## src/trace_pwr_pkg.sv

```systemverilog
// constants for the trace unit power status and identification registers
// Behaviour
// - power 0 with flag 0 reports unpowered, registers inaccessible, state maybe invalid.
// - state kept while unpowered means the flag keeps its earlier value on power return.
// - state lost while unpowered sets the flag to 1 when power returns.
// - flag may read 0 while unpowered when loss is unknown.
// - flag is driven to 1 while unpowered once state is known lost.
// - leaving retention keeps state valid and the flag at its pre-power-down value.
// - flag 0 and power 1 report powered, accessible, state valid.
// - flag 1 and power 0 report unpowered, inaccessible, state not valid.
// - both 1 report powered and accessible, but state may be invalid.
// - identification words are 32-bit read-only, low byte only, upper bits zero.
// - identification words are read only through memory-mapped or debugger paths.
// - first identification word returns part number bits 7:0.
// - second identification word returns part number bits 11:8 in its low nibble.
// - second identification word returns designer code bits 3:0 in its upper nibble.
// - reading power-down status clears the flag unless locked memory-mapped or unpowered.
// - trace unit reset sets the flag to 1.
package trace_pwr_pkg;
   localparam int          DATA_W          = 32;
   localparam int          IDX_W           = 4;
   // register indices on the read port
   localparam logic [3:0]  IDX_PDSR        = 4'h0;
   localparam logic [3:0]  IDX_PID0        = 4'h1;
   localparam logic [3:0]  IDX_PID1        = 4'h2;
   // power-down status fields
   localparam int          PDSR_POWER_BIT  = 0;
   localparam int          PDSR_STICKY_BIT = 1;
   localparam logic        STICKY_RESET    = 1'b1;
   // identification fields
   localparam int          PART_W          = 12;
   localparam int          DES_LOW_W       = 4;
   localparam int          ID_BYTE_W       = 8;
   localparam int          PART_HIGH_W     = 4;
   // arbitrary neutral identification values
   localparam logic [11:0] DEF_PART_NUMBER = 12'h5a1;
   localparam logic [3:0]  DEF_DESIGNER_LO = 4'h6;
   localparam int          SYNC_W          = 2;
   localparam int          SYNC_POWER      = 0;
   localparam int          SYNC_LOST       = 1;
endpackage
```

## src/sync_two_flop.sv

```systemverilog
// two flip-flop synchroniser for asynchronous level inputs
`timescale 1ns/1ps
`default_nettype none
module sync_two_flop #(
   parameter int WIDTH = 1
) (
   input  wire logic             clk,
   input  wire logic             arst_n,
   input  wire logic [WIDTH-1:0] asyncIn,
   output logic      [WIDTH-1:0] syncOut
);
   typedef struct packed {
      logic [WIDTH-1:0] stage1;
      logic [WIDTH-1:0] stage2;
   } sync_state_type;

   sync_state_type s;
   sync_state_type next_s;

   always_comb begin
      next_s        = s;
      next_s.stage1 = asyncIn;
      next_s.stage2 = s.stage1;
   end

   always_ff @(posedge clk or negedge arst_n) begin
      if (!arst_n) begin
         s <= '0;
      end else begin
         s <= next_s;
      end
   end

   assign syncOut = s.stage2;
endmodule // sync_two_flop
`default_nettype wire

```

## src/trace_power_status_and_id_regs.sv

```systemverilog
// power-down status flag and low identification registers of the trace unit
`timescale 1ns/1ps
`default_nettype none
module trace_power_status_and_id_regs #(
   parameter logic [11:0] PART_NUMBER = trace_pwr_pkg::DEF_PART_NUMBER,
   parameter logic [3:0]  DESIGNER_LO = trace_pwr_pkg::DEF_DESIGNER_LO
) (
   input  wire logic                             clk,
   input  wire logic                             arst_n,
   input  wire logic                             corePowerPin,
   input  wire logic                             stateLostPin,
   input  wire logic                             softwareLockLocked,
   input  wire logic                             readEn,
   input  wire logic                             readMemMapped,
   input  wire logic [trace_pwr_pkg::IDX_W-1:0]  readAddr,
   output logic      [trace_pwr_pkg::DATA_W-1:0] readData,
   output logic                                  readValid,
   output logic                                  readError,
   output logic                                  powerStatus,
   output logic                                  stateLostFlag,
   output logic                                  regsAccessible,
   output logic                                  stateValid
);
   typedef struct packed {
      logic                             flag;
      logic                             poweredPrev;
      logic [trace_pwr_pkg::DATA_W-1:0] rdData;
      logic                             rdValid;
      logic                             rdError;
   } regs_state_type;

   regs_state_type s;
   regs_state_type next_s;

   logic [trace_pwr_pkg::SYNC_W-1:0] pinSync;
   logic                             powered;
   logic                             lostInd;
   logic                             powerReturn;
   logic                             setFlag;
   logic                             clearFlag;
   logic [trace_pwr_pkg::DATA_W-1:0] pdsrWord;
   logic [trace_pwr_pkg::DATA_W-1:0] pid0Word;
   logic [trace_pwr_pkg::DATA_W-1:0] pid1Word;

   // power controller pins arrive from another domain
   sync_two_flop #(
      .WIDTH (trace_pwr_pkg::SYNC_W)
   ) u_pin_sync (
      .clk     (clk),
      .arst_n  (arst_n),
      .asyncIn ({stateLostPin, corePowerPin}),
      .syncOut (pinSync)
   );

   assign powered     = pinSync[trace_pwr_pkg::SYNC_POWER];
   assign lostInd     = pinSync[trace_pwr_pkg::SYNC_LOST];
   assign powerReturn = powered && !s.poweredPrev;

   // loss is only believed while down or at the return edge; a retained domain never raises it
   assign setFlag   = lostInd && (!powered || powerReturn);
   // a locked memory-mapped read or a powered-down domain leaves the flag alone
   assign clearFlag = readEn && (readAddr == trace_pwr_pkg::IDX_PDSR) && powered
                      && !(readMemMapped && softwareLockLocked);

   always_comb begin
      pdsrWord                                 = '0;
      pdsrWord[trace_pwr_pkg::PDSR_POWER_BIT]  = powered;
      pdsrWord[trace_pwr_pkg::PDSR_STICKY_BIT] = s.flag;
      pid0Word = '0;
      pid0Word[trace_pwr_pkg::ID_BYTE_W-1:0] = PART_NUMBER[trace_pwr_pkg::ID_BYTE_W-1:0];
      pid1Word = '0;
      pid1Word[trace_pwr_pkg::ID_BYTE_W-1:0] =
         {DESIGNER_LO, PART_NUMBER[trace_pwr_pkg::PART_W-1:trace_pwr_pkg::ID_BYTE_W]};
   end

   always_comb begin
      next_s             = s;
      next_s.poweredPrev = powered;
      next_s.rdValid     = 1'b0;
      next_s.rdError     = 1'b0;
      // no loss seen: the flag simply holds across the outage and is valid again on return
      if (setFlag) begin
         next_s.flag = 1'b1;
      end else if (clearFlag) begin
         next_s.flag = 1'b0;
      end
      // every read arrives on the memory-mapped or debugger path flagged by readMemMapped
      if (readEn) begin
         next_s.rdValid = 1'b1;
         case (readAddr)
            trace_pwr_pkg::IDX_PDSR: next_s.rdData = pdsrWord;
            trace_pwr_pkg::IDX_PID0: next_s.rdData = pid0Word;
            trace_pwr_pkg::IDX_PID1: next_s.rdData = pid1Word;
            default: begin
               next_s.rdData  = '0;
               next_s.rdError = 1'b1;
            end
         endcase
      end
   end

   always_ff @(posedge clk or negedge arst_n) begin
      if (!arst_n) begin
         s      <= '0;
         s.flag <= trace_pwr_pkg::STICKY_RESET;
      end else begin
         s <= next_s;
      end
   end

   assign readData       = s.rdData;
   assign readValid      = s.rdValid;
   assign readError      = s.rdError;
   assign powerStatus    = powered;
   assign stateLostFlag  = s.flag;
   // with loss unknown while down the flag may still read 0
   assign regsAccessible = powered;
   assign stateValid     = powered && !s.flag;

   property p_reset_sets;
      @(posedge clk) $rose(arst_n) |-> stateLostFlag;
   endproperty
   a_reset_sets: assert property (p_reset_sets) else $error("flag not set by reset");

   property p_read_clears;
      @(posedge clk) disable iff (!arst_n)
         readEn && readAddr == trace_pwr_pkg::IDX_PDSR && powered && !(readMemMapped && softwareLockLocked)
         && !setFlag |=> !stateLostFlag;
   endproperty
   a_read_clears: assert property (p_read_clears) else $error("status read did not clear flag");

   property p_locked_keeps;
      @(posedge clk) disable iff (!arst_n)
         readEn && readAddr == trace_pwr_pkg::IDX_PDSR && (!powered || (readMemMapped && softwareLockLocked))
         |=> stateLostFlag == ($past(stateLostFlag) || $past(setFlag));
   endproperty
   a_locked_keeps: assert property (p_locked_keeps) else $error("flag changed on a blocked read");

   property p_lost_on_return;
      @(posedge clk) disable iff (!arst_n)
         $rose(powerStatus) && lostInd |=> stateLostFlag && powerStatus;
   endproperty
   a_lost_on_return: assert property (p_lost_on_return) else $error("lost state not flagged on return");

   property p_retained_restores;
      @(posedge clk) disable iff (!arst_n)
         !powerStatus && !lostInd ##1 !lostInd && powerStatus && !readEn |=> stateLostFlag == $past(stateLostFlag, 2);
   endproperty
   a_retained_restores: assert property (p_retained_restores) else $error("flag not restored");

   property p_lost_while_down;
      @(posedge clk) disable iff (!arst_n)
         !powerStatus && lostInd |=> stateLostFlag;
   endproperty
   a_lost_while_down: assert property (p_lost_while_down) else $error("flag not raised while down");

   property p_down_inaccessible;
      @(posedge clk) disable iff (!arst_n)
         !powerStatus |-> !regsAccessible && !stateValid;
   endproperty
   a_down_inaccessible: assert property (p_down_inaccessible) else $error("unpowered domain accessible");

   property p_powered_valid;
      @(posedge clk) disable iff (!arst_n)
         powerStatus |-> regsAccessible && (stateValid != stateLostFlag);
   endproperty
   a_powered_valid: assert property (p_powered_valid) else $error("powered status wrong");

   property p_id_upper_zero;
      @(posedge clk) disable iff (!arst_n)
         readEn && readAddr != trace_pwr_pkg::IDX_PDSR
         |=> readValid && readData[trace_pwr_pkg::DATA_W-1:trace_pwr_pkg::ID_BYTE_W] == '0;
   endproperty
   a_id_upper_zero: assert property (p_id_upper_zero) else $error("id upper bits not zero");

   property p_id0_value;
      @(posedge clk) disable iff (!arst_n)
         readEn && readAddr == trace_pwr_pkg::IDX_PID0 |=> readValid && !readError
         && readData[trace_pwr_pkg::ID_BYTE_W-1:0] == PART_NUMBER[trace_pwr_pkg::ID_BYTE_W-1:0];
   endproperty
   a_id0_value: assert property (p_id0_value) else $error("part number low byte wrong");

   property p_id1_value;
      @(posedge clk) disable iff (!arst_n)
         readEn && readAddr == trace_pwr_pkg::IDX_PID1 |=> readValid
         && readData[trace_pwr_pkg::PART_HIGH_W-1:0] == PART_NUMBER[trace_pwr_pkg::PART_W-1:trace_pwr_pkg::ID_BYTE_W]
         && readData[trace_pwr_pkg::ID_BYTE_W-1:trace_pwr_pkg::PART_HIGH_W] == DESIGNER_LO;
   endproperty
   a_id1_value: assert property (p_id1_value) else $error("second id word wrong");

   property p_unmapped_error;
      @(posedge clk) disable iff (!arst_n)
         readEn && readAddr != trace_pwr_pkg::IDX_PDSR && readAddr != trace_pwr_pkg::IDX_PID0
         && readAddr != trace_pwr_pkg::IDX_PID1 |=> readValid && readError && readData == '0;
   endproperty
   a_unmapped_error: assert property (p_unmapped_error) else $error("unmapped index not refused");

   property p_answer_only_reads;
      @(posedge clk) disable iff (!arst_n)
         !readEn |=> !readValid && !readError && $stable(readData);
   endproperty
   a_answer_only_reads: assert property (p_answer_only_reads) else $error("answer without a read");

   property p_read_answered;
      @(posedge clk) disable iff (!arst_n)
         readEn |=> readValid;
   endproperty
   a_read_answered: assert property (p_read_answered) else $error("read not answered");

   // the status word shows the flag as it was before the read clears it
   property p_status_word;
      @(posedge clk) disable iff (!arst_n)
         readEn && readAddr == trace_pwr_pkg::IDX_PDSR |=> readValid && !readError
         && readData[trace_pwr_pkg::PDSR_POWER_BIT] == $past(powerStatus)
         && readData[trace_pwr_pkg::PDSR_STICKY_BIT] == $past(stateLostFlag);
   endproperty
   a_status_word: assert property (p_status_word) else $error("status word fields wrong");

   // only a status read may drop the flag, and never against a loss in the same cycle
   property p_flag_falls_on_read;
      @(posedge clk) disable iff (!arst_n)
         $fell(stateLostFlag) |-> $past(clearFlag) && !$past(setFlag);
   endproperty
   a_flag_falls_on_read: assert property (p_flag_falls_on_read) else $error("flag dropped without a read");

   property p_flag_rises_on_loss;
      @(posedge clk) disable iff (!arst_n)
         $rose(stateLostFlag) |-> $past(setFlag);
   endproperty
   a_flag_rises_on_loss: assert property (p_flag_rises_on_loss) else $error("flag raised without a loss");

   // a loss level still high while powered is stale news from the last outage
   property p_powered_ignores_pin;
      @(posedge clk) disable iff (!arst_n)
         powerStatus && !$rose(powerStatus) |=> !$rose(stateLostFlag);
   endproperty
   a_powered_ignores_pin: assert property (p_powered_ignores_pin) else $error("flag raised while powered");
endmodule // trace_power_status_and_id_regs
`default_nettype wire

```

## config.mk

```make
export PLATFORM = sky130hd
export DESIGN_NAME = trace_power_status_and_id_regs
export DESIGN_NICKNAME = d
export VERILOG_FILES = /design/src/trace_pwr_pkg.sv /design/src/sync_two_flop.sv /design/src/trace_power_status_and_id_regs.sv
export SDC_FILE = /design/constraint.sdc
export NUM_CORES = 1
export LEC_CHECK = 0
export BUFFER_PORTS_ARGS = -buffer_cell sky130_fd_sc_hd__buf_2
export CORE_UTILIZATION = 40
export DETAILED_ROUTE_END_ITERATION = 8
export GPL_TIMING_DRIVEN = 0
export HOLD_SLACK_MARGIN = 0.03
export PLACE_DENSITY = 0.82
export SLEW_MARGIN = 30
export SYNTH_ARGS = -nofsm -noshare
export SYNTH_HDL_FRONTEND = slang
export SYNTH_SLANG_ARGS = --single-unit
export TNS_END_PERCENT = 100
```

## constraint.sdc

```tcl
create_clock -name clk -period 1 [get_ports clk]
set_input_delay 0.2 -clock clk [delete_from_list [all_inputs] [get_ports clk]]
set_output_delay 0.2 -clock clk [all_outputs]
set_load 0.02 [all_outputs]
```

# Word-level counts from Yosys, hierarchy flattened
# Index checks and enable logic that the tools add are counted.
totals:
  input_bits: 11
  reg_bits: 16
op_classes:
  reduce_logical: 15
  n_eq_ne: 2
  muxes: 5
op_table:
  columns: ["op", "n"]
  rows:
  - ["case mux 8 bit (3 select lines)", 1]
  - ["logical AND 1 bit", 7]
  - ["== test 4 x 1 -> 1 bit, second input constant", 1]
  - ["== test 4 x 2 -> 1 bit, second input constant", 1]
  - ["zero test 1 bit", 4]
  - ["zero test 4 bit", 1]
  - ["two-way mux 1 bit", 3]
  - ["OR reduction 3 bit", 1]
  - ["two-way mux 2 bit", 1]
  - ["nonzero test 2 bit", 1]
  - ["logical OR 1 bit", 1]

# Depth between registers and ports, before layout
# Gate-level depths: netlist of the first run.
logic_depth:
  depth_word: 6
  depth_mapped: 3
  depth_no_buf: 3

# By module
# A second synthesis of the first run with hierarchy kept.
unflattened:
  cells_unflattened: 75
  hier_area_um2: 737.0
by_module_without_submodules:
  columns: ["mod", "area_per_inst_um2", "n_inst", "cells_per_inst"]
  rows:
  - ["trace_power_status_and_id_regs", 636.9, 1, 71]
  - ["sync_two_flop", 100.1, 1, 4]

# Worst setup path before layout of the first run
# No wires, ideal clock.
synth_path:
  path_type: "reg-to-output"
  startpoint: "register u_pin_sync.s (netlist bit u_pin_sync.syncOut[0])"
  endpoint: "output port stateValid"
  path_buffers: 0
  required_ns: 0.800
  path_slack_ns: -0.061
  stages_incl_launch_ff: 2
  arrival_ns: 0.861
  path_cell_list: "dfrtp_1 nor2b_1"
synth_between:
  elab_chain_len: 1
synth_rtl:
  columns: ["element", "line", "text"]
  rows:
  - ["from (decl)", "sync_two_flop.sv:17", "sync_state_type s;"]
  - ["from (signal assigned)", "sync_two_flop.sv:30", "s <= next_s;"]
  - ["logical AND 1 bit", "trace_power_status_and_id_regs.sv:118", "assign stateValid = powered && !s.flag;"]
  - ["to (decl)", "trace_power_status_and_id_regs.sv:22", "output logic stateValid"]
# Every way passes these cells.

# Final worst setup path of the first run
# Same ends and word-level chain as after synthesis.

==> flow_metrics.py, run 1 <==
metrics = {
    "layout": {
        "design_area_um2": 1116,
        "register_area_um2": 327.8,
        "final_core_util": 0.6464,
        "layout-drive-gt1-share": 0.5039,
        "area_growth_pct": 51.44,
        "final_net_count": 141,
        "antenna_cells": 0,
        "nFillCells": 141,
        "multi_input_area_um2": 242.7,
    },
    "detailed_routing": {
        "drtIter0Drc": 6,
        "route.vias.total": 568,
        "ant_nets": 0,
        "drcViolationCount": 0,
        "drtPass1Iterations": 4,
        "routedWlPerCell_um": 8.162,
        "viasPerCell": 3.688,
        "wl_um": 1257,
    },
    "setup_path": {
        "worstRegToRegCells": 4,
        "critical_path.max_fanout": 5,
        "crit_path_start": "u_pin_sync.syncOut[0]",
        "path_class": "reg2out",
        "endpoint": "stateValid",
        "path_cells": "nor2b_2 -> buf_6",
        "r2r_slack_ps": -130,
        "r2r-start": "u_pin_sync.syncOut[0]",
        "worstSetupEndpointType": "primary output",
        "cp.arrival_ps": 980,
        "reg2reg_to": "readData[0]",
        "crit_path_max_incr_delay_ps": 440,
        "cp_top_family": "flip-flops",
        "crit_required_ps": 800,
        "setup.worst_path.start_class": "register",
        "cp_num_cells": 2,
        "path_buf_inv": 1,
        "cp_slowest_cell": "dfrtp_2",
    },
    "yosys": {
        "yosysTopAreaCellShare": 0.4075,
        "synth-xor-area-share": 0.01188,
        "netlist_area_um2": 737.0,
        "synth_fa_ha_area_frac": 0,
        "seq_area_frac_synth": 0.4431,
        "synth_top_family_by_area": "buffers and inverters",
        "synth-simple-area-share": 0.09847,
        "synth_compound_area_frac": 0.06961,
        "synth_mux_area_frac": 0,
        "syn_inst": 75,
        "yosysWarningCount": 0,
        "synth_top_area_cell": "dfrtp_1",
        "synthDistinctLibCells": 17,
        "syn_avg_cell_area_um2": 9.826,
        "ys_ff_latch": 13,
        "synthTopCellsByArea": "dfrtp_1, buf_4, dfstp_2",
    },
    "global_routing": {
        "overflow": 0,
        "grt_pass1_wl_um": 1856,
        "track_usage": 0.1310,
        "grt_pass1_vias": 489,
        "grt_max_degree": 14,
        "antenna_found_initial": 0,
    },
    "cts": {
        "cts_made_buffers": 3,
        "htree_levels": 1,
        "clockRootBuffer": "clkbuf_4",
        "clock_sinks": 13,
        "clk-insertion-delay-late_ps": 270,
        "clk_pin_slew_ps": 70,
        "cts_tree": "done",
        "clk_path_buf_depth": 2,
    },
    "placement": {
        "place_ws_ps": -161.7,
        "dp_hpwl_um": 943.4,
        "gp_congestion": 0.6596,
        "port_buffers": 22,
        "place_area_um2": 974.7,
    },
    "run_status": {
        "outcome": "finished with violations",
        "violations": "negative setup slack",
    },
    "timing": {
        "rsz0062_at_grt": "true",
        "setup_ws_ps": -179.7,
        "fin_worst_skew_ps": 9.695,
        "max_freq_mhz": 847.7,
        "hold_violations": 0,
        "whs_ps": 40.68,
        "setup-violations-final": 10,
        "drv_slew": 0,
        "fin_crit_sh": 1.180,
        "fin_crit_ps": 1180,
        "finalSetupTns_ps": -945.4,
    },
    "pwr": {
        "p_per_area_nw_per_um2": 1094,
        "p_leak_nw": 0.6063,
        "max-vdd-ir-drop_mv": 0.8478,
    },
    "floorplan": {
        "core_um2": 1727,
        "pin_count": 49,
        "rows": 15,
        "die_area_um2": 2018,
        "fp.dieH_um": 44.93,
        "die_w_um": 44.93,
        "initial_utilization": 0.4268,
    },
    "hold_path": {
        "hold_path_class": "in2reg",
    },
    "flow_run": {
        "drv_cap": 0,
    },
}
==> stage by stage <==
step	total power [mW]	instances
after floorplan	0.8095	100
after global placement	0.8692	147
after detailed placement	0.8764	147
after CTS	1.215	152
after global routing	1.292	154
final	1.221	154
==> layout make-up <==
| cell class | count | share of cell area |
|---|---|---|
| sequential | 13 | 0.2937 |
| multi-input combinational | 47 | 0.2175 |
| buffer | 30 | 0.2052 |
| clock buffer | 4 | 0.02354 |
| inverter | 6 | 0.02018 |
| tap | 25 | 0.02803 |
| timing repair buffer | 29 | 0.2119 |
==> registers in the layout (all words and copies together) (netlist names) <==
| name | flops |
|---|---|
| readData | 5 |
| u_pin_sync.next_s | 2 |
| u_pin_sync.syncOut | 2 |
| readError | 1 |
| readValid | 1 |
| s | 1 |
| stateLostFlag | 1 |
==> report_power, final <==
group          leakage (nW)  switching, mW  internal [mW]
Combinational         0.432          0.187          0.158
Clock                0.0150          0.153          0.154
Sequential            0.160         0.0164          0.552
==> cell usage after synthesis (all sizes together) <==
cell type / instances
nand3: 3
conb: 1
nor2b: 2
o21ai: 5
a221o: 1
nor4: 1
buf: 33
clkbuf: 1
inv: 6
a211oi: 1
dfrtp: 12
nand2: 1
nand4b: 2
o311ai: 1
dfstp: 1
nor2: 3
xor2: 1
==> worst register-to-register path, cell delays in order (launching register included) <==
cell	delay (ps)
dfrtp_2	440
buf_4	140
buf_6	110
o311ai_2	230
o21ai_1	100
==> placed cells by master, fill, tap and decap left out, types with 2 or more instances in the layout <==
| cell | n |
|---|---|
| buf_4 | 32 |
| conb_1 | 26 |
| buf_6 | 13 |
| buf_2 | 11 |
| dfrtp_1 | 11 |
| inv_1 | 6 |
| o21ai_0 | 4 |
| nand3_1 | 3 |
| clkbuf_4 | 3 |
| clkbuf_1 | 2 |
| nor2_1 | 2 |
| nand4b_1 | 2 |
| dlygate4sd3_1 | 2 |
==> metal layers <==
layer / track usage / vias to the layer above / routed length (um)
met5: 0 / - / 0
met2: 0.2435 / 35 / 732
li1: - / 289 / -
met4: 0.03030 / 0 / 0
met1: 0.1263 / 244 / 422
met3: 0.06800 / 0 / 101
==> cells by family (layout without fill, tap and decap cells) <==
kind of cell,Yosys count,in the layout
DFF,13,13
and+or+nand+nor,12,12
buffers and inverters,40,69
AOI/OAI and AO/OA,8,8
xor gates and xnor gates,1,1
other,1,26
==> worst min-delay path by stage <==
stage | from | endpoint | slack [ps] | depth (start not counted)
finish | stateLostPin | u_pin_sync.next_s[1] | 40 | 1
global route | stateLostPin | u_pin_sync.next_s[1] | 30 | 1
CTS | stateLostPin | u_pin_sync.next_s[1] | 30 | 1
detailed placement | arst_n | u_pin_sync.syncOut[0] | 100 | 1
global placement | arst_n | u_pin_sync.next_s[0] | 90 | 1
floorplan | arst_n | readData[0] | -100 | 0
==> repair_timing <==
item | in CTS | in global routing
endpoints found under the hold margin | 12 | 1
gates resized for setup | 24 | 5
hold buffers | 1 | 1
endpoints found under the setup margin | 11 | 14
setup buffers | 4 | 1
pin swaps | 1 | 1
(Power assumes the default switching activity.)
==> run 2: changes to the inputs <==
Settings changed: CELL_PAD_IN_SITES_DETAIL_PLACEMENT set to 1, CELL_PAD_IN_SITES_GLOBAL_PLACEMENT set to 2, CORE_UTILIZATION 40 to 22, PLACE_DENSITY 0.82 to 0.83.
==> flow_metrics.py, run 2 (synthesis results as in run 1) <==
metrics = {
    "cts": {
        "clk_path_buf_depth": 2,
        "cts_tree": "done",
        "cts_made_buffers": 3,
        "clock_sinks": 13,
        "clockRootBuffer": "clkbuf_4",
        "clk-insertion-delay-late_ps": 280,
        "clk_pin_slew_ps": 70,
        "htree_levels": 1,
    },
    "timing": {
        "setup_ws_ps": -210.5,
        "rsz0062_at_grt": "true",
        "fin_worst_skew_ps": 4.840,
        "fin_crit_sh": 1.210,
        "setup-violations-final": 9,
        "fin_crit_ps": 1210,
        "finalSetupTns_ps": -995.0,
        "max_freq_mhz": 826.1,
        "hold_violations": 0,
        "whs_ps": 79.20,
        "drv_slew": 0,
    },
    "setup_path": {
        "setup.worst_path.start_class": "register",
        "path_cells": "nor2b_4 -> buf_6",
        "cp.arrival_ps": 1010,
        "path_class": "reg2out",
        "crit_required_ps": 800,
        "worstSetupEndpointType": "primary output",
        "cp_slowest_cell": "dfstp_2",
        "crit_path_max_incr_delay_ps": 570,
        "critical_path.max_fanout": 3,
        "r2r_slack_ps": 30,
    },
    "layout": {
        "layout-drive-gt1-share": 0.4884,
        "final_cell_mix": "buf_4, conb_1, buf_6, dfrtp_1, buf_2",
        "final_common_cell": "buf_4",
        "final_net_count": 141,
        "final_cells": 173,
        "largest_reg_flops": 5,
        "antenna_cells": 0,
        "area_growth_pct": 55.52,
        "design_area_um2": 1146,
    },
    "floorplan": {
        "die_area_um2": 3585,
        "die_w_um": 59.88,
        "pin_count": 49,
        "core_um2": 3103,
        "fp.dieH_um": 59.88,
        "rows": 20,
        "initial_utilization": 0.2375,
    },
    "global_routing": {
        "overflow": 0,
        "antenna_found_initial": 0,
        "track_usage": 0.09116,
        "grt_pass1_vias": 544,
        "grt_pass1_wl_um": 2318,
        "grt_max_degree": 14,
    },
    "placement": {
        "placedCellCount": 166,
        "dp_hpwl_um": 1140,
        "port_buffers": 22,
        "place_area_um2": 998.5,
        "gp_congestion": 0.7499,
    },
    "run_status": {
        "violations": "negative setup slack",
        "outcome": "finished with violations",
    },
    "detailed_routing": {
        "wl_um": 1552,
        "drcViolationCount": 0,
        "routedWlPerCell_um": 8.971,
        "drtPass1Iterations": 4,
        "ant_nets": 0,
        "viasPerCell": 3.393,
        "route.vias.total": 587,
        "drtIter0Drc": 24,
    },
    "pwr": {
        "p_leak_nw": 0.6112,
        "max-vdd-ir-drop_mv": 0.4041,
        "p_per_area_nw_per_um2": 1088,
    },
    "flow_run": {
        "drv_cap": 0,
    },
    "hold_path": {
        "hold_path_class": "in2reg",
    },
}
==> run 2: cell count changes in the layout (fill, tap and decap cells not counted), sizes merged <==
| cell | delta |
|---|---|
| dlygate4sd3 | +1 |
| buf | -1 |
==> run 2: path summary, 6_finish.rpt <==
kind | startpoint | endpoint | cells after the start
worst min register to register | u_pin_sync.next_s[1] | u_pin_sync.syncOut[1] | 0
min in group asynchronous | arst_n | readError | 2
worst max register to register | stateLostFlag | stateLostFlag | 4
max in group asynchronous | arst_n | stateLostFlag | 2
worst max-delay path | stateLostFlag | stateValid | 2
worst min-delay path | readEn | readValid | 1
==> run 2: critical path: cells and delay by family (launching register included) <==
family / cells / cell delay, ps
flip-flops: 1 / 570
AND/OR/NAND/NOR: 1 / 40
buffers and inverters: 1 / 120
==> run 2: layer usage <==
metal / up-vias / global-route usage / wire length [um]
met3: 4 / 0.02597 / 139
met4: 0 / 0.05980 / 38
li1: 289 / - / -
met2: 33 / 0.1603 / 798
met1: 261 / 0.09346 / 575
met5: - / 0 / 0
==> run 2: metrics by stage <==
step,total power [mW],utilization,setup WS (ps)
detailed placement,0.8779,0.3218,-200.1
CTS,1.249,0.3645,-226.3
global placement,0.8739,0.3218,-192.2
floorplan,0.8095,-,14.72
finish,1.247,0.3694,-210.5
global route,1.319,0.3694,-246.3
==> run 2: final cells by class <==
class                           instances  area [um^2]
Fill cell                             390         1957
Sequential cell                        13        327.8
Timing Repair Buffer                   29        241.5
Multi-Input combinational cell         47        240.2
Buffer                                 30        232.7
Tap cell                               44        55.05
Clock buffer                            4        26.28
Inverter                                6        22.52
==> run 2: what timing repair did <==
| action | 4_1_cts | 5_1_grt |
|---|---|---|
| pin swaps | 0 | 1 |
| endpoints found under the setup margin | 10 | 14 |
| endpoints found under the hold margin | 14 | 0 |
| gates resized for setup | 25 | 6 |
| hold buffers | 3 | 0 |
| buffers inserted | 4 | 0 |
==> run 2: power by group <==
group | switching, mW | total (mW) | internal, mW
sequential | 0.0184 | 0.570 | 0.552
combinational | 0.187 | 0.350 | 0.162
clock | 0.172 | 0.327 | 0.155
total | 0.378 | 1.25 | 0.869
==> run 3: changes to the inputs <==
Settings changed: GPL_TIMING_DRIVEN 0 to not set.
==> flow_metrics.py, run 3 (synthesis results as in run 1) <==
metrics = {
    "run_status": {
        "outcome": "finished with violations",
        "violations": "negative setup slack",
    },
    "pwr": {
        "switching_share": 0.3207,
        "max-vdd-ir-drop_mv": 0.2545,
        "power_frac_clock": 0.275,
        "p_per_area_nw_per_um2": 1187,
        "p_int_uw": 807.3,
        "p_leak_nw": 0.4948,
        "power_frac_comb": 0.247,
        "p_seq_frac": 0.478,
        "switchingPower_uw": 381.1,
    },
    "detailed_routing": {
        "ant_nets": 0,
        "drtPass1Iterations": 3,
        "routedWlPerCell_um": 9.854,
        "drtIter0Drc": 14,
        "route.vias.total": 517,
        "drcViolationCount": 0,
        "wl_um": 1488,
        "viasPerCell": 3.424,
    },
    "layout": {
        "final_cell_mix": "conb_1, buf_6, dfrtp_1, buf_4, buf_2",
        "final_net_count": 119,
        "final_common_cell": "conb_1",
        "area_growth_pct": 35.82,
        "layout-drive-gt1-share": 0.4206,
        "nFillCells": 370,
        "largest_reg_flops": 5,
        "antenna_cells": 0,
    },
    "hold_path": {
        "holdPathEnd": "readValid",
        "hold_path_class": "in2reg",
        "worst_hold_startpoint": "readEn",
        "min_path_cells": 1,
    },
    "cts": {
        "htree_levels": 1,
        "clk-insertion-delay-late_ps": 270,
        "clk_path_buf_depth": 2,
        "clockRootBuffer": "clkbuf_4",
        "cts_made_buffers": 3,
        "clock_sinks": 13,
        "cts_tree": "done",
        "clk_pin_slew_ps": 80,
    },
    "global_routing": {
        "track_usage": 0.08597,
        "grt_pass1_vias": 525,
        "antenna_found_initial": 0,
        "grt_max_degree": 14,
        "overflow": 0,
        "grt_pass1_wl_um": 2242,
    },
    "timing": {
        "hold_violations": 0,
        "rsz0062_at_grt": "true",
        "setup-violations-final": 11,
        "fin_worst_skew_ps": 2.477,
        "fin_crit_sh": 1.219,
        "fin_crit_ps": 1219,
        "setup_ws_ps": -218.7,
        "max_freq_mhz": 820.6,
        "whs_ps": 168.4,
        "drv_slew": 0,
        "finalSetupTns_ps": -905.6,
    },
    "floorplan": {
        "die_area_um2": 3585,
        "core_um2": 3103,
        "fp.dieH_um": 59.88,
        "die_w_um": 59.88,
        "pin_count": 49,
        "rows": 20,
        "initial_utilization": 0.2375,
    },
    "setup_path": {
        "setup.worst_path.start_class": "register",
        "r2r_slack_ps": -30,
        "crit_path_max_incr_delay_ps": 570,
        "path_class": "reg2out",
        "cp_slowest_cell": "dfstp_2",
        "cp_top_family": "flip-flops",
        "crit_required_ps": 800,
        "worstRegToRegCells": 4,
        "path_cells": "nor2b_2 -> buf_6",
        "worstSetupEndpointType": "primary output",
        "reg2reg_to": "stateLostFlag",
        "path_buf_inv": 1,
        "critical_path.max_fanout": 4,
        "cp.arrival_ps": 1020,
        "r2r-start": "stateLostFlag",
    },
    "flow_run": {
        "drv_cap": 0,
    },
    "placement": {
        "gp_congestion": 0.7044,
        "place_ws_ps": -135.2,
        "port_buffers": 22,
        "dp_hpwl_um": 1012,
    },
}
-- run 3: cell count changes in the layout (fill, tap and decap cells not counted), sizes merged --
| cell | before | now |
|---|---|---|
| buf | 55 | 34 |
| clkinv | 0 | 1 |
| clkbuf | 5 | 3 |
-- run 3: power by group through the flow --
stage | clock, mW | sequential [mW] | combinational, mW
final | 0.327 | 0.569 | 0.293
after global routing | 0.370 | 0.571 | 0.319
after CTS | 0.348 | 0.567 | 0.272
after detailed placement | 0 | 0.575 | 0.216
after global placement | 0 | 0.573 | 0.213
after floorplan | 0 | 0.582 | 0.228
-- run 3: timing repair --
action,4_1_cts,5_1_grt
resized for setup,25,7
hold endpoints to repair,14,0
setup endpoints to repair,12,14
pin swaps,0,1
hold buffers,3,0
buffers inserted,6,3
-- run 3: metal layers --
layer / up-vias / track usage / routed length, um
met5: - / 0 / 0
met4: 0 / 0.04651 / 8
met3: 2 / 0.02814 / 126
met2: 33 / 0.1603 / 808
met1: 238 / 0.08223 / 544
li1: 244 / - / -
-- run 3: worst max-delay path by stage --
stage	to	from	cells past startpoint	slack [ps]
CTS	stateValid	stateLostFlag	2	-260
floorplan	stateValid	u_pin_sync.syncOut[0]	1	10
detailed placement	stateLostFlag	readAddr[1]	4	-140
finish	stateValid	stateLostFlag	2	-220
global placement	stateLostFlag	readAddr[1]	4	-110
global route	stateValid	u_pin_sync.syncOut[0]	2	-250
-- run 3: cell type report --
class	instances	area, um^2	share of cell area
Timing Repair Buffer	37	309.0	0.3087
Sequential cell	13	326.6	0.3262
Clock buffer	3	22.52	0.02250
Tap cell	44	55.05	0.05500
Multi-Input combinational cell	47	260.3	0.2600
Clock inverter	1	5.005	0.005000
Inverter	6	22.52	0.02250
-- run 3: stage by stage --
step,area [um^2],utilization,power (mW),std cells
4_1_cts,948.4,0.3056,1.187,148
2_1_floorplan,833.3,-,0.8095,100
6_report,1001,0.3226,1.188,151
3_3_place_gp,769.5,0.2480,0.7865,135
3_5_place_dp,769.5,0.2480,0.7908,135
5_1_grt,1001,0.3226,1.260,151
